**config.mk**
```make
export PLATFORM = sky130hd
export DESIGN_NAME = rxs_port_stats
export DESIGN_NICKNAME = d
export VERILOG_FILES = /design/src/rxs_pkg.sv /design/src/rxs_jabber_timer.sv /design/src/rxs_port_stats.sv
export SDC_FILE = /design/constraint.sdc
export NUM_CORES = 2
export LEC_CHECK = 0
export BUFFER_PORTS_ARGS = -buffer_cell sky130_fd_sc_hd__buf_2
export CAP_MARGIN = 20
export CELL_PAD_IN_SITES_DETAIL_PLACEMENT = 0
export CELL_PAD_IN_SITES_GLOBAL_PLACEMENT = 1
export CORE_MARGIN = 3
export CORE_UTILIZATION = 40
export CTS_CLUSTER_SIZE = 14
export DETAILED_ROUTE_END_ITERATION = 10
export PLACE_DENSITY = 0.67
export RECOVER_POWER = 25
export SLEW_MARGIN = 20
export SYNTH_ARGS = -nofsm -noshare
export SYNTH_HDL_FRONTEND = slang
export SYNTH_SLANG_ARGS = --single-unit
```
**constraint.sdc**
```tcl
create_clock -name clock -period 7.33 [get_ports clock]
set_clock_uncertainty 0.05 [all_clocks]
set_input_delay 0.3665 -clock clock [delete_from_list [all_inputs] [get_ports clock]]
set_output_delay 0.3665 -clock clock [all_outputs]
set_load 0.05 [all_outputs]
```
**src/rxs_pkg.sv**
```systemverilog
package rxs_pkg;
   // ****************************************************
   // widths and limits
   // ****************************************************
   localparam int LEN_W = 16;
   localparam int CNT_W = 32;
   localparam int OCT_W = 48;
   localparam int PORT_W = 6;
   localparam int NUM_CNT = 17;
   localparam int SEL_W = 5;
   localparam logic [LEN_W-1:0] MIN_LEN = 16'h0040;
   localparam logic [LEN_W-1:0] MAX_LEN = 16'h05ee;
   localparam logic [LEN_W-1:0] BIN1_LO = 16'h0041;
   localparam logic [LEN_W-1:0] BIN2_LO = 16'h0080;
   localparam logic [LEN_W-1:0] BIN3_LO = 16'h0100;
   localparam logic [LEN_W-1:0] BIN4_LO = 16'h0200;
   localparam logic [LEN_W-1:0] BIN5_LO = 16'h0400;
   // ****************************************************
   // jabber window
   // ****************************************************
   localparam int CLK_MHZ = 250;
   localparam int JAB_MIN_MS = 20;
   localparam int JAB_MAX_MS = 150;
   localparam int JAB_W = 26;
   localparam longint JAB_MIN_CYC = longint'(JAB_MIN_MS) * CLK_MHZ * 1000;
   localparam longint JAB_MAX_CYC = longint'(JAB_MAX_MS) * CLK_MHZ * 1000;
   // ****************************************************
   // counter select codes
   // ****************************************************
   localparam logic [SEL_W-1:0] SEL_OCTETS = 5'h00;
   localparam logic [SEL_W-1:0] SEL_FRAMES = 5'h01;
   localparam logic [SEL_W-1:0] SEL_BCAST = 5'h02;
   localparam logic [SEL_W-1:0] SEL_MCAST = 5'h03;
   localparam logic [SEL_W-1:0] SEL_CRCALN = 5'h04;
   localparam logic [SEL_W-1:0] SEL_UNDER = 5'h05;
   localparam logic [SEL_W-1:0] SEL_OVER = 5'h06;
   localparam logic [SEL_W-1:0] SEL_FRAG = 5'h07;
   localparam logic [SEL_W-1:0] SEL_JABBER = 5'h08;
   localparam logic [SEL_W-1:0] SEL_COLL = 5'h09;
   localparam logic [SEL_W-1:0] SEL_BIN0 = 5'h0a;
   localparam logic [SEL_W-1:0] SEL_BIN5 = 5'h0f;
   localparam logic [SEL_W-1:0] SEL_OCT_HI = 5'h10;
   // ****************************************************
   // carriers
   // ****************************************************
   typedef struct packed {
      logic valid;
      logic [LEN_W-1:0] len;
      logic fcsBad;
      logic alignBad;
      logic bcast;
      logic mcast;
   } rxs_frame_t;
   typedef struct packed {
      logic valid;
      logic [SEL_W-1:0] sel;
   } rxs_read_t;
endpackage

```
**src/rxs_jabber_timer.sv**
```systemverilog
`timescale 1ns/1ns
module rxs_jabber_timer (
   // clock and reset
   input wire logic clock,
   input wire logic resetn,
   // receive activity and window length in cycles
   input wire logic rxActive,
   input wire logic [rxs_pkg::JAB_W-1:0] window,
   // window exceeded
   output logic expired
);
   import rxs_pkg::*;
   logic [JAB_W-1:0] count;
   logic [JAB_W-1:0] next_count;
   logic next_expired;
   always_comb begin
      next_count = count;
      next_expired = 1'b0;
      if (!rxActive) begin
         next_count = '0;
      end else if (count >= window) begin
         next_expired = 1'b1;
      end else begin
         next_count = count + 1'b1;
      end
   end
   always_ff @(posedge clock or negedge resetn) begin
      if (!resetn) begin
         count <= '0;
         expired <= 1'b0;
      end else begin
         count <= next_count;
         expired <= next_expired;
      end
   end
endmodule

```
**src/rxs_port_stats.sv**
```systemverilog
`timescale 1ns/1ns
module rxs_port_stats (
   // clock and reset
   input wire logic clock,
   input wire logic resetn,
   // frame status from receive path
   input wire rxs_pkg::rxs_frame_t frame,
   input wire logic collision,
   input wire logic rxActive,
   // management
   input wire logic [rxs_pkg::PORT_W-1:0] portId,
   input wire logic [rxs_pkg::PORT_W-1:0] selPort,
   input wire logic clearAll,
   input wire logic [rxs_pkg::JAB_W-1:0] jabWindow,
   input wire rxs_pkg::rxs_read_t rdReq,
   // read answer
   output logic rdValid,
   output logic [rxs_pkg::CNT_W-1:0] rdData
);
   import rxs_pkg::*;
   // ****************************************************
   // event decode
   // ****************************************************
   function automatic logic [NUM_CNT-1:0] classify(input rxs_frame_t f,
                                                   input logic jab);
      logic bad;
      logic [NUM_CNT-1:0] ev;
      bad = f.fcsBad | f.alignBad;
      ev = '0;
      ev[SEL_FRAMES] = f.valid;
      ev[SEL_BCAST] = f.valid & !bad & f.bcast;
      ev[SEL_MCAST] = f.valid & !bad & f.mcast & !f.bcast;
      ev[SEL_CRCALN] = f.valid & bad;
      ev[SEL_UNDER] = f.valid & !bad & (f.len < MIN_LEN);
      ev[SEL_FRAG] = f.valid & bad & (f.len < MIN_LEN);
      ev[SEL_OVER] = f.valid & (f.len > MAX_LEN);
      ev[SEL_JABBER] = f.valid & bad & ((f.len > MAX_LEN) | jab);
      ev[SEL_BIN0] = f.valid & (f.len == MIN_LEN);
      ev[SEL_BIN0+1] = f.valid & (f.len >= BIN1_LO) & (f.len < BIN2_LO);
      ev[SEL_BIN0+2] = f.valid & (f.len >= BIN2_LO) & (f.len < BIN3_LO);
      ev[SEL_BIN0+3] = f.valid & (f.len >= BIN3_LO) & (f.len < BIN4_LO);
      ev[SEL_BIN0+4] = f.valid & (f.len >= BIN4_LO) & (f.len < BIN5_LO);
      ev[SEL_BIN5] = f.valid & (f.len >= BIN5_LO) & (f.len <= MAX_LEN);
      return ev;
   endfunction

   logic clearHit;
   logic jabSeen;
   logic jabExpired;
   logic [JAB_W-1:0] winClamp;
   logic [NUM_CNT-1:0] evt;

   assign clearHit = clearAll & (selPort == portId);
   always_comb begin
      if (jabWindow < JAB_W'(JAB_MIN_CYC)) begin
         winClamp = JAB_W'(JAB_MIN_CYC);
      end else if (jabWindow > JAB_W'(JAB_MAX_CYC)) begin
         winClamp = JAB_W'(JAB_MAX_CYC);
      end else begin
         winClamp = jabWindow;
      end
   end

   rxs_jabber_timer u_rxs_jabber_timer (
      .clock(clock),
      .resetn(resetn),
      .rxActive(rxActive),
      .window(winClamp),
      .expired(jabExpired)
   );

   // ****************************************************
   // jabber flag per frame
   // ****************************************************
   logic next_jabSeen;
   always_comb begin
      next_jabSeen = jabSeen;
      if (frame.valid) begin
         next_jabSeen = 1'b0;
      end else if (jabExpired) begin
         next_jabSeen = 1'b1;
      end
   end
   always_ff @(posedge clock or negedge resetn) begin
      if (!resetn) begin
         jabSeen <= 1'b0;
      end else begin
         jabSeen <= next_jabSeen;
      end
   end

   assign evt = classify(frame, jabSeen | jabExpired);

   // ****************************************************
   // counters
   // ****************************************************
   logic [OCT_W-1:0] octets;
   logic [OCT_W-1:0] next_octets;
   logic [CNT_W-1:0] cnt [1:NUM_CNT-1];
   logic [CNT_W-1:0] next_cnt [1:NUM_CNT-1];

   always_comb begin
      next_octets = octets;
      if (clearHit) begin
         next_octets = '0;
      end else if (frame.valid) begin
         next_octets = octets + OCT_W'(frame.len);
      end
   end

   genvar gi;
   generate
      for (gi = 1; gi < NUM_CNT; gi++) begin : gCnt
         logic hit;
         if (gi == SEL_COLL) begin : gColl
            assign hit = collision;
         end else begin : gEvt
            assign hit = evt[gi];
         end
         always_comb begin
            next_cnt[gi] = cnt[gi];
            if (clearHit) begin
               next_cnt[gi] = '0;
            end else if (hit) begin
               next_cnt[gi] = cnt[gi] + 1'b1;
            end
         end
         always_ff @(posedge clock or negedge resetn) begin
            if (!resetn) begin
               cnt[gi] <= '0;
            end else begin
               cnt[gi] <= next_cnt[gi];
            end
         end
      end
   endgenerate

   always_ff @(posedge clock or negedge resetn) begin
      if (!resetn) begin
         octets <= '0;
      end else begin
         octets <= next_octets;
      end
   end

   // ****************************************************
   // read port
   // ****************************************************
   logic [OCT_W-CNT_W-1:0] octHold;
   logic [OCT_W-CNT_W-1:0] next_octHold;
   logic next_rdValid;
   logic [CNT_W-1:0] next_rdData;

   // octet high 16 bits latched on low read
   always_comb begin
      next_rdValid = rdReq.valid;
      next_rdData = rdData;
      next_octHold = octHold;
      if (rdReq.valid) begin
         if (rdReq.sel == SEL_OCTETS) begin
            next_rdData = octets[CNT_W-1:0];
            next_octHold = octets[OCT_W-1:CNT_W];
         end else if (rdReq.sel == SEL_OCT_HI) begin
            next_rdData = CNT_W'(octHold);
         end else if (rdReq.sel < SEL_OCT_HI) begin
            next_rdData = cnt[rdReq.sel];
         end else begin
            next_rdData = '0;
         end
      end
   end
   always_ff @(posedge clock or negedge resetn) begin
      if (!resetn) begin
         rdValid <= 1'b0;
         rdData <= '0;
         octHold <= '0;
      end else begin
         rdValid <= next_rdValid;
         rdData <= next_rdData;
         octHold <= next_octHold;
      end
   end
endmodule

```
After elaboration in Yosys (flattened, before gate mapping)
Cells that the tools add are included.
{"block": "classes", "n_addsub": 17, "n_lt_le_gt_ge": 17, "n_eq_ne": 4, "muxes": 46, "bitwise": 25, "n_reduce_logical": 20}
{"op": "$mux W32", "n": 35}
{"op": "$add A32 B1 Y32 const B", "n": 15}
{"op": "$bmux W32 S5", "n": 1}
{"op": "$mux W26", "n": 4}
{"op": "$mux W48", "n": 2}
{"op": "$add A48 B16 Y48", "n": 1}
{"op": "$reduce_bool A2 Y1", "n": 16}
{"op": "$add A26 B1 Y26 const B", "n": 1}
{"op": "$ge A26 B26 Y1", "n": 1}
{"op": "$gt A26 B26 Y1 const B", "n": 1}
{"op": "$lt A26 B23 Y1 const B", "n": 1}
{"op": "$and A1 B1 Y1", "n": 21}
{"op": "$eq A16 B7 Y1 const B", "n": 1}
{"op": "$ge A16 B10 Y1 const B", "n": 1}
{"op": "$ge A16 B11 Y1 const B", "n": 1}
{"op": "$ge A16 B7 Y1 const B", "n": 1}
{"op": "$ge A16 B8 Y1 const B", "n": 1}
{"op": "$ge A16 B9 Y1 const B", "n": 1}
{"op": "$gt A16 B11 Y1 const B", "n": 1}
{"op": "$le A16 B11 Y1 const B", "n": 1}
{"op": "$lt A16 B10 Y1 const B", "n": 1}
{"op": "$lt A16 B11 Y1 const B", "n": 1}
{"op": "$lt A16 B7 Y1 const B", "n": 1}
{"op": "$lt A16 B8 Y1 const B", "n": 1}
{"op": "other kinds (12)", "n": 18}
{"block": "totals", "register_bits": 605, "inputBits": 70, "out_inout_bits": 33}

Depth between registers and ports, before layout
{"block": "depth", "word_depth": 7, "depth_mapped": 18, "mapped_depth_nobuf": 15}

Modules after synthesis
A second synthesis with hierarchy kept.
{"block": "hier_totals", "cells_unflattened": 3607, "area_unflattened_um2": 34878.5}
{"mod": "rxs_port_stats", "n_inst": 1, "cells_per_inst": 3360, "area_per_inst_um2": 32741.4, "seq_area_each_um2": 14463.9}
{"mod": "rxs_jabber_timer", "n_inst": 1, "cells_per_inst": 247, "area_per_inst_um2": 2137.0, "seq_area_each_um2": 675.6}

Worst setup path before layout
Ideal clock, no wire load.
{"block": "synth_timing", "path_kind": "input to register", "start": "in jabWindow[1] in the netlist's numbering", "end": "reg u_rxs_jabber_timer.count[12]", "setup_time_ns": 0.079, "arrival_time_ns": 4.697, "required_time_ns": 7.201, "setup_slack_ns": 2.503, "cell_stages": 18, "path_cell_list": "or4_1 -> o311a_1 -> o41ai_1 -> a21oi_1 -> o41ai_2 -> and2_1 -> buf_2 -> nand2_1 -> ha_1 -> a21oi_1 -> o21ai_0 -> a2111oi_0 -> o2111ai_1 -> and2_0 -> clkbuf_1 -> clkbuf_1 -> nor4_1 -> mux2i_1"}
{"block": "synth_between", "elab_chain_cells": 5, "elab_cells_between_ends": 6}
{"element": "from (decl)", "line": "rxs_port_stats.sv:14", "source": "input wire logic [rxs_pkg::JAB_W-1:0] jabWindow,"}
{"element": "$gt A26 B26 Y1", "line": "rxs_port_stats.sv:57", "source": "end else if (jabWindow > JAB_W'(JAB_MAX_CYC)) begin"}
{"element": "$mux W26", "line": "rxs_port_stats.sv:57"}
{"element": "$mux W26 *", "line": "rxs_port_stats.sv:55", "source": "if (jabWindow < JAB_W'(JAB_MIN_CYC)) begin"}
{"element": "$ge A26 B26 Y1 *", "line": "rxs_jabber_timer.sv:21", "source": "end else if (count >= window) begin"}
{"element": "$ne A2 B2 Y1 (no source line) *"}
{"element": "to (signal assigned)", "line": "rxs_jabber_timer.sv:32", "source": "count <= next_count;"}
{"element": "to (decl)", "line": "rxs_jabber_timer.sv:13", "source": "logic [JAB_W-1:0] count;"}
Mark *: on every way between the ends. The rest lies on a longest branch, timed or not.
A chain may end at the register's enable or synchronous reset.

Final worst setup path
{"block": "layout_timing", "start": "in jabWindow[1] in the netlist's numbering", "end": "reg u_rxs_jabber_timer.count[19]"}
The elaborated chain is that of the path after synthesis.

==> impl_results.md <==
- Multi-input gate area in the final layout: 18400 um^2
- Slew @ Worst Pin: 3.95 ns
- Primary FF master, synth: dfrtp_1
- Largest net degree at the start of global routing: 187
- Max Cap Viol: 2
- Synth Register Bits: 605
- Syn-to-layout area delta: 11.7%
- Slowest-stage cell, CP: o41ai_2
- Clk Latency, worst-skew pair: 0.62 ns
- Nets@finish: 3706
- CTS root buffer: clkbuf_16
- Chip width: 300 um
- Routed WL per cell: 21.4 um
- Fin. Hold Viols: 0
- Combinational share of power: 14.9%
- Initial antenna violation count: 4
- Number of synthesized flops with an enable pin: 0
- Synth top cells by count: 605 x dfrtp_1, 565 x nor2_1, 261 x nand2_1
- Status: finished, violations left
- CTS Buf Count: 75
- H-tree Lvls: 3
- Slowest stage delay, CP: 0.63 ns
- DRC: 0
- Maximum fanout along the worst path: 18
- Critical path buffers and inverters: 2
- CTS tree: built
- Synth cell types: 77
- Worst Setup Start Kind: input pin
- Max IR drop VDD: 0.148 mV
- Minimum clock period: 5.32 ns
- Vias in the first global route: 26900
- Gr usage total: 22.9%
- Tcrit/Tclk final: 72.5%
- First-pass GRT wire length: 161 mm
- Seq/Total Area, Yosys: 43.9%
- Starting DRT DRC Count: 2160
- Ys Warns: 0
- CTS Buffer Depth: 3
- Die area: 89800 um^2
- Clk sinks: 605
- Leading post-synthesis cells by cell area: dfrtp_1 44%, mux4_2 8.4%, xor2_1 6.6%
- Hold slack: 0.0500 ns
- Average size of a mapped cell: 9.79 um^2
- Sequential cell area: 15100 um^2
- Count of pins over their slew limit: 113
- Final Wtd Congestion: 0.828
- Worst Hold Path Cells: 3
- Arrival time at the worst endpoint: 5.78 ns
- Critical Path End Type: register
- WP data required: 7.79 ns
- Min-delay worst type: in2reg
- Most frequent cell after synthesis: dfrtp_1
- WP depth: 17
- Cell internal pwr: 6.25 mW
- Max transition margin: -164%
- IO Pins: 103
- Initial Util: 40.4%
- Fillers: 8271
- Worst Path Class, Setup: in2reg
- Largest area contributor in the netlist: dfrtp_1
- Mapped Cells: 3526
- Die height: 300 um
- Initial DRT Pass Iterations: 5
- Switching share of power: 28.8%
- Row cnt: 107
- Area of the core: 85400 um^2
- R2R cell count: 10
- Clock power frac: 41.4%
- Failing checks: capacitance limit, slew limit
- Cell family with most CP delay: compound AO/OA/AOI/OAI gates
- Unrepaired setup endpoints after global routing: false
- Ys async rst share: 100%
- Via density: 5.58
- Post-DP HPWL: 72.1 mm
- Lkg Pwr: 16.6 nW
- Sequential Power Share: 43.7%
- Critical-path cell list: buf_2 -> or4_1 -> o311a_1 -> o41ai_1 -> a21oi_1 -> o41ai_2 -> and2_1 -> nand2_1 -> ha_1 -> a21oi_1 -> o21ai_0 -> a2111oi_0 -> o2111ai_1 -> buf_4 -> and2_0 -> or4_1 -> a21oi_1
- Setup TNS: 0 ns
- IO Port Bufs: 102
- Share of layout cells above drive strength 1: 11.2%
- Syn nets: 3655
- GR Overflow Total: 0
- Routed Antenna Nets: 0
- Critical path's most frequent cell: a21oi_1
- Detailed-route wire length: 102 mm
- Final setup viols: 0
- Post-CTS Setup Bufs: 0
- PD cells: 228 nW/um^2
- Routed vias: 26700
- Register clock-pin slew on the reported worst setup and hold paths: 0.05 ns
- Synth top area share: 43.9%
- FMAX: 188 MHz
- Psw: 2.53 mW
- Overall Power: 8.78 mW
- Syn Std Cell Area: 34500 um^2
==> path summary, 6_finish.rpt <==
path | to | startpoint | slack, ns
hold / removal | cnt[224]$_DFFE_PN0P_ | collision | 0.05
min in group asynchronous | octets[3]$_DFFE_PN0P_ | resetn | 1.65
hold reg to reg | jabSeen$_DFFE_PN0P_ | jabSeen$_DFFE_PN0P_ | 0.44
max in group asynchronous | cnt[304]$_DFFE_PN0P_ | resetn | 3.02
setup reg to reg | octets[24]$_DFFE_PN0P_ | octets[0]$_DFFE_PN0P_ | 3.92
setup / recovery | u_rxs_jabber_timer.count[19]$_DFFE_PN0P_ | jabWindow[1] | 2.01
==> routing by layer <==
metal / track usage, % / vias to the layer above / share of wire, %
li1: - / 12600 / -
met1: 31.5 / 13300 / 45
met2: 36.6 / 527 / 46
met3: 4.07 / 156 / 5.2
met4: 8.14 / 0 / 3.3
met5: 0 / - / 0
==> stage by stage <==
step                instances  utilization [%]  area, um^2  setup slack [ns]
CTS                      4775             45.2       38600              2.03
floorplan                3526                -       34500              2.50
global route             4775             45.1       38600              1.54
detailed placement       4642             42.4       36200              1.43
finish                   4776             45.1       38600              2.01
global placement         4642             42.4       36200              1.41
==> area by class of cell <==
type / count / share of cell area (%)
clock inverter: 17 / 0.445
antenna: 1 / 0.00649
clock buffer: 114 / 5.72
timing repair buffer: 146 / 2.25
tap: 1144 / 3.71
inverter: 88 / 0.857
multi-input combinational: 2661 / 47.7
sequential: 605 / 39.3
==> repair_timing <==
action | 4_1_cts | 5_1_grt
hold endpoints to repair | 61 | 0
resized for setup | 0 | 0
hold buffers | 2 | 0
==> state kept, by name, indices dropped and copies added (netlist names) <==
name and cells:
u_rxs_jabber_timer.count 26, octets 48, rdValid 1, cnt 480
rdData 32, u_rxs_jabber_timer.expired 1, octHold 16, jabSeen 1
==> cells by family after synthesis <==
logic type               count (synthesis)  share of synthesized area [%]
AND/OR/NAND/NOR                       1496                           21.2
AO/OA/AOI/OAI                          477                           8.44
flip-flops                             605                           43.9
multiplexers                           191                           10.3
buffers and inverters                  260                           2.85
adder cells (fa/ha/maj)                 59                           2.16
XOR/XNOR                               438                           11.1
==> cells in the final DEF, fill, tap and decap left out, types with 8 or more instances in the layout <==
cell type and count:
xnor2_1 179, nand3_1 139, and4_1 55, o31ai_1 11
o2111ai_1 8, a22o_1 32, a31oi_1 20, o21ai_0 122
inv_1 87, nor4_1 29, and2_1 20, nor2_1 565
buf_2 64, nand4_1 120, ha_1 58, a211oi_1 20
mux2_2 44, nand2b_1 8, or4_1 18, buf_4 35
xor2_1 259, dfrtp_1 605, clkbuf_1 62, o211ai_1 19
or3_1 93, nor3_1 46, clkbuf_8 12, clkinv_2 10
o22ai_1 17, mux2i_1 19, mux4_2 128, a21oi_1 178
clkbuf_16 78, nand2_1 261, nor2b_1 13, and3_1 91
==> power by group through the flow <==
stage,Combinational [mW],Clock [mW],Sequential [mW]
floorplan,0.897,0,3.84
finish,1.31,3.63,3.84
global placement,1.31,0,3.88
global route,1.47,3.87,3.87
CTS,1.32,3.73,3.83
detailed placement,1.32,0,3.89
==> worst register-to-register path: cells and delay by family (launching register included) <==
| kind | cells | cell delay [ns] |
|---|---|---|
| AND/OR/NAND/NOR | 2 | 0.33 |
| AO/OA/AOI/OAI | 5 | 1.60 |
| flip-flops | 1 | 0.39 |
| adder cells (fa/ha/maj) | 2 | 0.66 |
| buffers and inverters | 1 | 0.22 |
No activity file was read; power rests on OpenSTA's default activity.
